--- src/cbc_pkg.sv ---
// constants for the bridge control and subsystem identity registers
`default_nettype none
package cbc_pkg;
    // configuration offsets (byte addresses)
    localparam logic [7:0]  OFF_BRIDGE_CONTROL     = 8'h3E;
    localparam logic [7:0]  OFF_SUBSYS_VENDOR_ID   = 8'h40;
    localparam logic [7:0]  OFF_SUBSYS_ID          = 8'h42;
    // bridge control field positions
    localparam int          BIT_PARITY_RESP        = 0;
    localparam int          BIT_CARD_SYSTEM_ERROR_IN_FWD          = 1;
    localparam int          BIT_ISA_FILTER         = 2;
    localparam int          BIT_VIDEO_FWD          = 3;
    localparam int          BIT_ABORT_MODE         = 5;
    localparam int          BIT_CARD_RESET         = 6;
    localparam int          BIT_IRQ_ROUTE          = 7;
    localparam int          BIT_WIN0_PREFETCH      = 8;
    localparam int          BIT_WIN1_PREFETCH      = 9;
    localparam int          BIT_WRITE_POST         = 10;
    // reset values and writable masks
    localparam logic [15:0] BRIDGE_CONTROL_RESET   = 16'h0340;
    localparam logic [15:0] BRIDGE_CONTROL_WMASK   = 16'h07EF;
    localparam logic [15:0] BRIDGE_LOCAL_WMASK     = 16'h07CF;
    localparam logic [15:0] SUBSYS_VENDOR_RESET    = 16'h0000;
    localparam logic [15:0] SUBSYS_ID_RESET        = 16'h0000;
    // legacy address windows
    localparam logic [31:0] VIDEO_MEM_LO           = 32'h000A0000;
    localparam logic [31:0] VIDEO_MEM_HI           = 32'h000BFFFF;
    localparam logic [31:0] VIDEO_IO0_LO           = 32'h000003B0;
    localparam logic [31:0] VIDEO_IO0_HI           = 32'h000003BB;
    localparam logic [31:0] VIDEO_IO1_LO           = 32'h000003C0;
    localparam logic [31:0] VIDEO_IO1_HI           = 32'h000003DF;
    localparam int          NUM_FUNC               = 2;
endpackage : cbc_pkg
`default_nettype wire

--- src/cbc_regs_if.sv ---
// carrier between the register front end and one function's store
`default_nettype none
interface cbc_regs_if;
    logic        bctl_we_lo;
    logic        bctl_we_hi;
    logic        ssvid_we_lo;
    logic        ssvid_we_hi;
    logic        ssid_we_lo;
    logic        ssid_we_hi;
    logic [31:0] wdata;
    logic        unlock;
    logic        load;
    logic [15:0] load_ssvid;
    logic [15:0] load_ssid;
    logic [15:0] bctl;
    logic [15:0] ssvid;
    logic [15:0] ssid;
    modport store (input bctl_we_lo, bctl_we_hi, ssvid_we_lo, ssvid_we_hi,
                   input ssid_we_lo, ssid_we_hi, wdata, unlock, load,
                   input load_ssvid, load_ssid,
                   output bctl, ssvid, ssid);
    modport front (output bctl_we_lo, bctl_we_hi, ssvid_we_lo, ssvid_we_hi,
                   output ssid_we_lo, ssid_we_hi, wdata, unlock, load,
                   output load_ssvid, load_ssid,
                   input bctl, ssvid, ssid);
endinterface : cbc_regs_if
`default_nettype wire

--- src/cbc_bridge_ctl.sv ---
// bridge control registers and per-socket control datapath
`default_nettype none
// Functional notes
// RULE_01 - bits 15..11 read zero, writes ignored
// RULE_02 - write posting enable, one per socket
// RULE_03 - post burst writes only, never unpostable ones
// RULE_04 - window 1 prefetchable bit, resets one
// RULE_05 - window 0 prefetchable bit, resets one
// RULE_06 - card irq to host or legacy irq
// RULE_07 - card reset follows its bit, resets asserted
// RULE_08 - host bus reset also drives card reset
// RULE_09 - master abort: silent or target abort plus serr
// RULE_10 - abort mode global, written through function 0
// RULE_11 - bit 4 reads zero, writes dropped
// RULE_12 - legacy video ranges forwarded when enabled
// RULE_13 - isa filter withholds upper 768 bytes per 1K
// RULE_14 - card system error forwarded when enabled
// RULE_15 - card parity errors reported when enabled
// RULE_16 - vendor id writable only when unlocked
// RULE_17 - subsystem_identifier writable when unlocked, per function
// RULE_18 - both ids loaded from serial memory
// RULE_19 - read-only ignores writes, reset restores defaults
module cbc_bridge_ctl (
    // clock and reset
    input  wire logic              clk,
    input  wire logic              reset,
    // configuration access
    input  wire logic              cfg_wr,
    input  wire logic              cfg_rd,
    input  wire logic              cfg_func,
    input  wire logic [7:0]        cfg_addr,
    input  wire logic [3:0]        cfg_be,
    input  wire logic [31:0]       cfg_wdata,
    output logic      [31:0]       cfg_rdata,
    output logic                   cfg_rvalid,
    // identity control
    input  wire logic              subsystem_identifier_write_unlock,
    input  wire logic              serial_cfg_valid,
    input  wire logic              serial_cfg_func,
    input  wire logic [15:0]       serial_ssvid,
    input  wire logic [15:0]       serial_ssid,
    // host bus side
    input  wire logic              host_bus_reset_in,
    input  wire logic              host_serr_enable_in,
    output logic      [1:0]        host_target_abort_out,
    output logic      [1:0]        host_serr_out,
    output logic      [1:0]        irq_to_host_out,
    output logic      [1:0]        irq_to_legacy_out,
    // card write posting
    input  wire logic [1:0]        card_write_valid,
    input  wire logic [1:0]        card_write_burst,
    input  wire logic [1:0]        card_write_unpostable,
    output logic      [1:0]        card_write_post,
    // memory window prefetch
    input  wire logic [1:0]        mem_access_valid,
    input  wire logic [1:0]        mem_access_window,
    output logic      [1:0]        mem_prefetch_allow,
    // transaction address decode
    input  wire logic [1:0]        txn_valid,
    input  wire logic [1:0]        txn_is_io,
    input  wire logic [1:0][31:0]  txn_addr,
    output logic      [1:0]        txn_video_forward,
    output logic      [1:0]        txn_isa_withhold,
    // card socket events
    input  wire logic [1:0]        card_irq_in,
    input  wire logic [1:0]        card_master_abort_in,
    input  wire logic [1:0]        card_system_error_in,
    input  wire logic [1:0]        card_parity_detect_in,
    output logic      [1:0]        card_parity_error_out,
    output logic      [1:0]        card_reset_out
);
    // configuration dword match
    function automatic logic dw_hit(input logic [7:0] a,
                                    input logic [7:0] off);
        dw_hit = (a[7:2] == off[7:2]);
    endfunction

    // inclusive range check
    function automatic logic in_range(input logic [31:0] a,
                                      input logic [31:0] lo,
                                      input logic [31:0] hi);
        in_range = (a >= lo) && (a <= hi);
    endfunction

    logic        abort_mode_r;
    logic [31:0] cfg_rdata_r;
    logic        cfg_rvalid_r;
    logic [31:0] rdata_nxt;
    logic        hit_bctl;
    logic        hit_ids;
    logic        mode_we;
    logic [1:0][15:0] bctl_view;
    logic [1:0][15:0] ssvid_view;
    logic [1:0][15:0] ssid_view;

    assign hit_bctl = dw_hit(cfg_addr, cbc_pkg::OFF_BRIDGE_CONTROL);
    assign hit_ids  = dw_hit(cfg_addr, cbc_pkg::OFF_SUBSYS_VENDOR_ID);

    // global abort mode written only through function 0
    assign mode_we = cfg_wr && !cfg_func && hit_bctl && cfg_be[2]; // [RULE_10]

    always_ff @(posedge clk or posedge reset) begin
        if (reset) begin
            abort_mode_r <= cbc_pkg::BRIDGE_CONTROL_RESET[
                            cbc_pkg::BIT_ABORT_MODE];                // [RULE_19]
        end else if (mode_we) begin
            abort_mode_r <= cfg_wdata[16 + cbc_pkg::BIT_ABORT_MODE]; // [RULE_10]
        end
    end

    // per-function stores and socket datapaths
    for (genvar f = 0; f < cbc_pkg::NUM_FUNC; f++) begin : g_fn
        cbc_regs_if rif ();
        logic sel;
        logic [15:0] bctl;
        logic post_nxt;
        logic pref_nxt;
        logic video_hit;
        logic isa_hit;
        logic abort_rpt;
        logic serr_nxt;
        logic card_reset_out_nxt;

        assign sel = (cfg_func == f[0]);
        assign rif.bctl_we_lo  = cfg_wr && sel && hit_bctl && cfg_be[2];
        assign rif.bctl_we_hi  = cfg_wr && sel && hit_bctl && cfg_be[3];
        assign rif.ssvid_we_lo = cfg_wr && sel && hit_ids && cfg_be[0];
        assign rif.ssvid_we_hi = cfg_wr && sel && hit_ids && cfg_be[1];
        assign rif.ssid_we_lo  = cfg_wr && sel && hit_ids && cfg_be[2];
        assign rif.ssid_we_hi  = cfg_wr && sel && hit_ids && cfg_be[3];
        assign rif.wdata       = cfg_wdata;
        assign rif.unlock      = subsystem_identifier_write_unlock;      // [RULE_16]
        assign rif.load        = serial_cfg_valid &&
                                 (serial_cfg_func == f[0]);      // [RULE_18]
        assign rif.load_ssvid  = serial_ssvid;
        assign rif.load_ssid   = serial_ssid;

        cbc_func_regs u_regs (
            .clk   (clk),
            .reset (reset),
            .rif   (rif)
        );

        // global mode bit visible through both functions
        assign bctl = (rif.bctl & cbc_pkg::BRIDGE_CONTROL_WMASK) |
                      (16'(abort_mode_r) << cbc_pkg::BIT_ABORT_MODE);
        assign bctl_view[f]  = bctl;  // [RULE_01] [RULE_11]
        assign ssvid_view[f] = rif.ssvid;
        assign ssid_view[f]  = rif.ssid;

        // burst writes post only when enabled and postable
        assign post_nxt = card_write_valid[f] && card_write_burst[f] &&
                          !card_write_unpostable[f] &&
                          bctl[cbc_pkg::BIT_WRITE_POST];         // [RULE_02] [RULE_03]

        // window type selects prefetch permission
        assign pref_nxt = mem_access_valid[f] &&
            (mem_access_window[f] ? bctl[cbc_pkg::BIT_WIN1_PREFETCH]   // [RULE_04]
                                  : bctl[cbc_pkg::BIT_WIN0_PREFETCH]); // [RULE_05]

        // legacy video memory and io ranges
        assign video_hit = txn_valid[f] && bctl[cbc_pkg::BIT_VIDEO_FWD] &&
            (txn_is_io[f]
             ? (in_range(txn_addr[f], cbc_pkg::VIDEO_IO0_LO,
                         cbc_pkg::VIDEO_IO0_HI) ||
                in_range(txn_addr[f], cbc_pkg::VIDEO_IO1_LO,
                         cbc_pkg::VIDEO_IO1_HI))
             : in_range(txn_addr[f], cbc_pkg::VIDEO_MEM_LO,
                        cbc_pkg::VIDEO_MEM_HI));                 // [RULE_12]

        // upper 768 bytes of each 1K block below 64K
        assign isa_hit = txn_valid[f] && txn_is_io[f] &&
                         bctl[cbc_pkg::BIT_ISA_FILTER] &&
                         (txn_addr[f][31:16] == 16'h0000) &&
                         (txn_addr[f][9:8] != 2'h0);             // [RULE_13]

        // master abort reported only in report mode
        assign abort_rpt = card_master_abort_in[f] && abort_mode_r;  // [RULE_09]
        assign serr_nxt  = (abort_rpt && host_serr_enable_in) ||
                           (card_system_error_in[f] &&
                            bctl[cbc_pkg::BIT_CARD_SYSTEM_ERROR_IN_FWD]);       // [RULE_09] [RULE_14]

        // card reset from its bit or from host bus reset
        assign card_reset_out_nxt = bctl[cbc_pkg::BIT_CARD_RESET] ||
                          host_bus_reset_in;                     // [RULE_07] [RULE_08]

        always_ff @(posedge clk or posedge reset) begin
            if (reset) begin
                card_write_post[f]       <= 1'b0;
                mem_prefetch_allow[f]    <= 1'b0;
                txn_video_forward[f]     <= 1'b0;
                txn_isa_withhold[f]      <= 1'b0;
                host_target_abort_out[f] <= 1'b0;
                host_serr_out[f]         <= 1'b0;
                irq_to_host_out[f]       <= 1'b0;
                irq_to_legacy_out[f]     <= 1'b0;
                card_parity_error_out[f] <= 1'b0;
                card_reset_out[f]        <= 1'b1;                // [RULE_07]
            end else begin
                card_write_post[f]       <= post_nxt;
                mem_prefetch_allow[f]    <= pref_nxt;
                txn_video_forward[f]     <= video_hit;
                txn_isa_withhold[f]      <= isa_hit;
                host_target_abort_out[f] <= abort_rpt;           // [RULE_09]
                host_serr_out[f]         <= serr_nxt;
                irq_to_host_out[f]       <= card_irq_in[f] &&
                    !bctl[cbc_pkg::BIT_IRQ_ROUTE];               // [RULE_06]
                irq_to_legacy_out[f]     <= card_irq_in[f] &&
                    bctl[cbc_pkg::BIT_IRQ_ROUTE];                // [RULE_06]
                card_parity_error_out[f] <= card_parity_detect_in[f] &&
                    bctl[cbc_pkg::BIT_PARITY_RESP];              // [RULE_15]
                card_reset_out[f]        <= card_reset_out_nxt;            // [RULE_08]
            end
        end
    end

    // read data: unmapped dwords and other bytes read zero
    assign rdata_nxt =
        hit_bctl ? {bctl_view[cfg_func], 16'h0000} :
        hit_ids  ? {ssid_view[cfg_func], ssvid_view[cfg_func]} :
                   32'h00000000;

    always_ff @(posedge clk or posedge reset) begin
        if (reset) begin
            cfg_rdata_r  <= 32'h00000000;
            cfg_rvalid_r <= 1'b0;
        end else begin
            cfg_rvalid_r <= cfg_rd;
            if (cfg_rd) begin
                cfg_rdata_r <= rdata_nxt;
            end
        end
    end

    assign cfg_rdata  = cfg_rdata_r;
    assign cfg_rvalid = cfg_rvalid_r;
endmodule // cbc_bridge_ctl
`default_nettype wire

--- src/cbc_func_regs.sv ---
// per-function store of bridge control and subsystem identity
`default_nettype none
module cbc_func_regs (
    // clock and reset
    input  wire logic clk,
    input  wire logic reset,
    // register carrier
    cbc_regs_if.store rif
);
    logic [15:0] bctl_r;
    logic [15:0] ssvid_r;
    logic [15:0] ssid_r;
    logic [15:0] bctl_nxt;
    logic [15:0] ssvid_nxt;
    logic [15:0] ssid_nxt;
    logic        id_wr_ok;

    // reserved and global bits never stored here
    assign bctl_nxt[7:0]  = rif.bctl_we_lo
        ? (rif.wdata[23:16] & cbc_pkg::BRIDGE_LOCAL_WMASK[7:0])
        : bctl_r[7:0];                                   // [RULE_11]
    assign bctl_nxt[15:8] = rif.bctl_we_hi
        ? (rif.wdata[31:24] & cbc_pkg::BRIDGE_LOCAL_WMASK[15:8])
        : bctl_r[15:8];                                  // [RULE_01]

    // identity writable only while unlocked; serial load wins
    assign id_wr_ok = rif.unlock;                        // [RULE_16] [RULE_17]
    assign ssvid_nxt = rif.load ? rif.load_ssvid :       // [RULE_18]
        {(id_wr_ok && rif.ssvid_we_hi) ? rif.wdata[15:8] : ssvid_r[15:8],
         (id_wr_ok && rif.ssvid_we_lo) ? rif.wdata[7:0]  : ssvid_r[7:0]};
    assign ssid_nxt = rif.load ? rif.load_ssid :         // [RULE_18]
        {(id_wr_ok && rif.ssid_we_hi) ? rif.wdata[31:24] : ssid_r[15:8],
         (id_wr_ok && rif.ssid_we_lo) ? rif.wdata[23:16] : ssid_r[7:0]};

    always_ff @(posedge clk or posedge reset) begin
        if (reset) begin                                 // [RULE_19]
            bctl_r  <= cbc_pkg::BRIDGE_CONTROL_RESET &
                       cbc_pkg::BRIDGE_LOCAL_WMASK;
            ssvid_r <= cbc_pkg::SUBSYS_VENDOR_RESET;
            ssid_r  <= cbc_pkg::SUBSYS_ID_RESET;
        end else begin
            bctl_r  <= bctl_nxt;
            ssvid_r <= ssvid_nxt;
            ssid_r  <= ssid_nxt;
        end
    end

    assign rif.bctl  = bctl_r;
    assign rif.ssvid = ssvid_r;
    assign rif.ssid  = ssid_r;
endmodule // cbc_func_regs
`default_nettype wire

--- config.mk ---
export PLATFORM = sky130hd
export DESIGN_NAME = cbc_bridge_ctl
export DESIGN_NICKNAME = d
export VERILOG_FILES = /design/src/cbc_pkg.sv /design/src/cbc_regs_if.sv /design/src/cbc_bridge_ctl.sv /design/src/cbc_func_regs.sv
export SDC_FILE = /design/constraint.sdc
export NUM_CORES = 1
export LEC_CHECK = 0
export BUFFER_PORTS_ARGS = -buffer_cell sky130_fd_sc_hd__buf_4
export CAP_MARGIN = 20
export CORE_UTILIZATION = 50
export CTS_CLUSTER_SIZE = 24
export DETAILED_ROUTE_END_ITERATION = 10
export PLACE_DENSITY = 0.8
export SLEW_MARGIN = 25
export SYNTH_ARGS = -nofsm -noshare
export SYNTH_HDL_FRONTEND = slang
export SYNTH_SLANG_ARGS = --single-unit
--- constraint.sdc ---
create_clock -name clk -period 5.6 [get_ports clk]
set_input_delay 0.56 -clock clk [delete_from_list [all_inputs] [get_ports clk]]
set_output_delay 0.56 -clock clk [all_outputs]
set_load 0.01 [all_outputs]
Word level (Yosys, flattened, before mapping)
Index checks and enable logic that the tools add are counted.
- flip-flop bits (word level): 136
- latch bits: 0
- RAM bits: 0
- bits in read-only memories: 0
- bits of input ports: 172
- output and inout port bits: 53
- word-level logic and storage cells: 170
- memories: 0
- add/sub/neg operators: 0
- multipliers: 0
- divide/modulo/power cells: 0
- order comparisons: 13
- eq/ne operators: 2
- shifts and indexed selects: 0
- muxes and demuxes: 24
- bitwise operators: 4
- reduce and logical (&&, ||, !) cells: 92
- operator list (operator ; count):
    $mux 16 ; 9
    $ge 32x10->1 const B ; 4
    $le 32x10->1 const B ; 4
    $logic_and 1x1->1 ; 69
    $ge 32x20->1 const B ; 2
    $le 32x20->1 const B ; 2
    $mux 32 ; 2
    $mux 8 ; 8
    $logic_not 16->1 ; 2
    $or 11x6->11 ; 2
    $reduce_bool 2->1 ; 10
    $mux 11 ; 1
    $eq 6x4->1 const B ; 1
    $eq 6x5->1 const B ; 1
    $logic_or 1x1->1 ; 6
    $logic_not 1->1 ; 5
    $mux 1 ; 4
    $lt 1x2->1 const B ; 1
    $not 1->1 ; 2

Longest topological paths before layout
- word-level depth: 7
- gate-level depth with buffers: 7
- gate-level depth less buffers: 4

Cells and area by module
A second synthesis with hierarchy kept.
- cell total of the unflattened synthesis: 704
- area total of the unflattened synthesis: 7759.9 um^2
- by module, submodules not included (module ; times used ; cells each ; area an instance (um^2) ; sequential area each (um^2)):
    cbc_func_regs ; 2 ; 214 ; 2446.1 ; 1029.7
    cbc_bridge_ctl ; 1 ; 276 ; 2867.8 ; 1353.8

Worst setup path before layout
No wires, ideal clock.
- path kind: input port to flip-flop
- from: in cfg_addr[3]
- to: reg g_fn[0].u_regs.ssvid_r[6]
- library setup time: 0.137 ns
- arrival: 2.139 ns
- required time: 5.463 ns
- path slack: 3.324 ns
- stages on the path: 5
- path buffers: 1
- cells stage by stage: or4_1 buf_6 nor4_4 mux2i_1 a21oi_1
- word-level cells in the longest chain between the ends: 5
- RTL lines (item ; line ; RTL):
    from (decl) ; cbc_bridge_ctl.sv:31 ; input wire logic [7:0] cfg_addr,
    $eq 6x5->1 ; cbc_bridge_ctl.sv:75 ; dw_hit = (a[7:2] == off[7:2]);
    $logic_and 1x1->1 (2 in series) ; cbc_bridge_ctl.sv:127 ; assign rif.ssvid_we_lo = cfg_wr && sel && hit_ids && cfg_be[0];
    $logic_and 1x1->1 ; cbc_func_regs.sv:30 ; (id_wr_ok && rif.ssvid_we_lo) ? rif.wdata[7:0] : ssvid_r[7:0]};
    $reduce_bool 2->1 (no line) ; -- ;
    to (signal assigned) ; cbc_func_regs.sv:39 ; ssvid_r <= cbc_pkg::SUBSYS_VENDOR_RESET;
    to (signal assigned) ; cbc_func_regs.sv:43 ; ssvid_r <= ssvid_nxt;
    to (decl) ; cbc_func_regs.sv:11 ; logic [15:0] ssvid_r;
No other way between the ends.
A chain may end at the register's enable or synchronous reset.

Worst setup path in the final report
- from: in cfg_func
- to: reg g_fn[1].u_regs.ssid_r[8]
- word-level cells in the longest chain between the ends: 5
- RTL lines (item ; line ; RTL):
    from (decl) ; cbc_bridge_ctl.sv:30 ; input wire logic cfg_func,
    $logic_and 1x1->1 (3 in series) ; cbc_bridge_ctl.sv:130 ; assign rif.ssid_we_hi = cfg_wr && sel && hit_ids && cfg_be[3];
    $logic_and 1x1->1 ; cbc_func_regs.sv:32 ; {(id_wr_ok && rif.ssid_we_hi) ? rif.wdata[31:24] : ssid_r[15:8],
    $reduce_bool 2->1 (no line) ; -- ;
    to (signal assigned) ; cbc_func_regs.sv:40 ; ssid_r <= cbc_pkg::SUBSYS_ID_RESET;
    to (signal assigned) ; cbc_func_regs.sv:44 ; ssid_r <= ssid_nxt;
    to (decl) ; cbc_func_regs.sv:12 ; logic [15:0] ssid_r;
No other way between the ends.

==> metrics.yaml <==
wl_per_cell_um: 17.6
p_leak_nw: 3.96
die_x_um: 116
track_usage_pct: 26.6
boundaryPins: 225
synth_edf_count: 0
fin_nets: 969
postCtsHoldBufs: 0
synth_top_family_by_area: "multiplexers"
gp_congestion: 0.753
io_buffers: 218
path_class: "in -> reg"
final-setup-viol-count: 0
clock.fmax_mhz: 385
start_util_pct: 51.3
yosys-top-cells-area: "dfrtp_1 49%, mux2i_1 13%, mux2_2 7.1%, a21oi_1 5.0%, nor2_1 4.0%"
relSlewSlack_pct: 29.4
totalNegativeSetupSlack_ns: 0
tightest_slew_ns: 1.05
drc: 0
yosys.area.top_type_share_pct: 49.5
reg2reg_from: "g_fn[1].u_regs.rif.bctl[2]"
synthFlopType: "dfrtp_1"
dp_hpwl_um: 11900
vdd_drop_max_mv: 0.237
die-area_mm2: 0.0134
synth-xor-area-share_pct: 0
drt_pass1_iterations: 5
outcome: "finished, final reports clean"
synth-compound-area-share_pct: 10.3
rsz0062_at_grt: "false"
drt_iter0_drc: 196
clockPowerShare_pct: 41.9
yosysUniqueCellTypes: 33
synth_top_area_cell: "dfrtp_1"
synthMuxAreaShare_pct: 20.3
overflow: 0
vias_per_cell: 5.41
reg2reg_setup_slack_ns: 4.47
netlist_area_mm2: 0.00647
area_growth_pct: 35.7
post-route-min-period_ns: 2.60
grt_max_degree: 72
sw_frac_of_total_pct: 23.5
path_clk_slew_ns: 0.05
core_mm2: 0.0126
critPathMaxFanout: 46
hp-class: "in -> async"
p_sw_mw: 0.585
arrival_ns: 2.86
clock_latency_ns: 0.42
timing.critical_path.required_ns: 5.86
finalHoldViolCount: 0
ys_warn_count: 0
r2r_end: "cfg_rdata[18]"
grt_pass1_wl_um: 26700
synth-adder-area-share_pct: 0
clk_path_buf_depth: 2
die-height_um: 116
drive_gt1_share_pct: 38.4
finalWirelength_um: 17200
start_kind: "input pin"
ctsResizeCount: 0
cell_internal_pwr_mw: 1.91
ys_ff_latch: 136
fin_skew_ns: 0.0106
syn_avg_cell_area_um2: 11.0
n_antenna_cell: 0
syn_inst: 591
cts.sinks: 136
root_buffer: "clkbuf_16"
syn_nets: 763
synth-simple-area-share_pct: 13.4
p_per_area_mw_per_mm2: 284
synth_most_common_cell: "dfrtp_1"
postCtsSetupBuffers: 0
antenna_found_initial: 0
layout_worst_path_cycle_share_pct: 46.4
final_antenna_net_count: 0
synth-async-reset-ratio_pct: 100
finalNonFillerCells: 982
maxCapViolCount: 0
placed_cells: 950
tritoncts: "built"
grt_pass1_vias: 5386
ys_seq_area_share_pct: 52.7
maxSlewViolCount: 0
critPathCapture: "g_fn[1].u_regs.rif.ssid[8]"
fillers: 934
power_frac_comb_pct: 13.7
synth_common_cells: "128 x dfrtp_1, 85 x mux2i_1, 69 x nor2_1"
rr_worst_depth: 3
htree_levels: 4
power.total_mw: 2.49
cts_inserted_buffers: 17
end_kind: "flip-flop"
seqPwrFrac_pct: 44.4
crit_path_start: "cfg_func"
via_count: 5310
rows: 41
## critical path, stage by stage
cell and delay, ns:
buf_4 0.57, nand4b_1 0.40, nor3_2 0.93, mux2i_1 0.29, a21oi_1 0.09
## state kept, by name, indices dropped and copies added, names as in the netlist, 2 cells and up
signal and cells:
card_parity_error_out 2, g_fn.u_regs.rif.bctl 18, mem_prefetch_allow 2, g_fn.u_regs.rif.ssid 32, irq_to_host_out 2, txn_video_forward 2
txn_isa_withhold 2, host_target_abort_out 2, host_serr_out 2, card_write_post 2, irq_to_legacy_out 2, cfg_rdata 32
card_reset_out 2, g_fn.u_regs.rif.ssvid 32
## placed cells by master, fill, tap and decap left out, types with 6 or more instances in the layout
master / n
buf_4: 220
dfrtp_1: 128
mux2i_1: 85
nor2_1: 69
a21oi_1: 65
mux2_2: 41
nand2_1: 36
inv_1: 22
o22ai_1: 22
clkbuf_16: 17
o221ai_1: 9
o21a_1: 9
dfstp_2: 8
clkbuf_8: 8
or4_1: 6
and2_1: 6
clkbuf_1: 6
## logic make-up after synthesis
| group | after synthesis |
|---|---|
| AOI/OAI and AO/OA | 112 |
| buffers and inverters | 56 |
| DFF | 136 |
| muxes | 126 |
| and+or+nand+nor | 161 |
## per-layer routing
metal | track usage [%] | up-vias | routed length (um)
li1 | - | 2527 | -
met1 | 30.3 | 2547 | 6720
met2 | 47.3 | 209 | 8830
met3 | 7.06 | 27 | 1420
met4 | 10.9 | 0 | 269
met5 | 0 | - | 0
## per-stage QoR
step	worst slack [ns]	utilization, %	hold WS, ns	instance area [um2]
after global routing	2.89	69.6	0.273	8790
after floorplan	1.41	-	0.433	6470
after CTS	2.96	69.6	0.247	8790
after global placement	2.58	65.1	0.451	8220
final	3.00	69.6	0.200	8790
after detailed placement	2.56	65.2	0.472	8220
## final cells by class
class / instances / area [um2] / share of cell area [%]
clock inverter: 1 / 5.00 / 0.0570
timing repair buffer: 220 / 1650 / 18.8
multi-input combinational: 399 / 2850 / 32.5
sequential: 136 / 3410 / 38.8
clock buffer: 31 / 558 / 6.35
inverter: 23 / 91.3 / 1.04
tap: 172 / 215 / 2.45
## power by group through the flow
stage	sequential, mW	clock (mW)	combinational [mW]
after floorplan	1.11	0	0.181
after global placement	1.11	0	0.326
after detailed placement	1.12	0	0.341
after CTS	1.10	1.06	0.343
after global routing	1.11	1.10	0.376
final	1.11	1.05	0.340
## worst min path at each step
| stage | to | slack [ns] |
|---|---|---|
| 2_1_floorplan | irq_to_host_out[0] | 0.43 |
| 3_3_place_gp | irq_to_host_out[0] | 0.45 |
| 3_5_place_dp | cfg_rdata[19] | 0.47 |
| 4_1_cts | mem_prefetch_allow[1] | 0.25 |
| 5_1_grt | mem_prefetch_allow[1] | 0.27 |
| 6_report | mem_prefetch_allow[0] | 0.20 |
No activity file was read; power rests on OpenSTA's default activity.
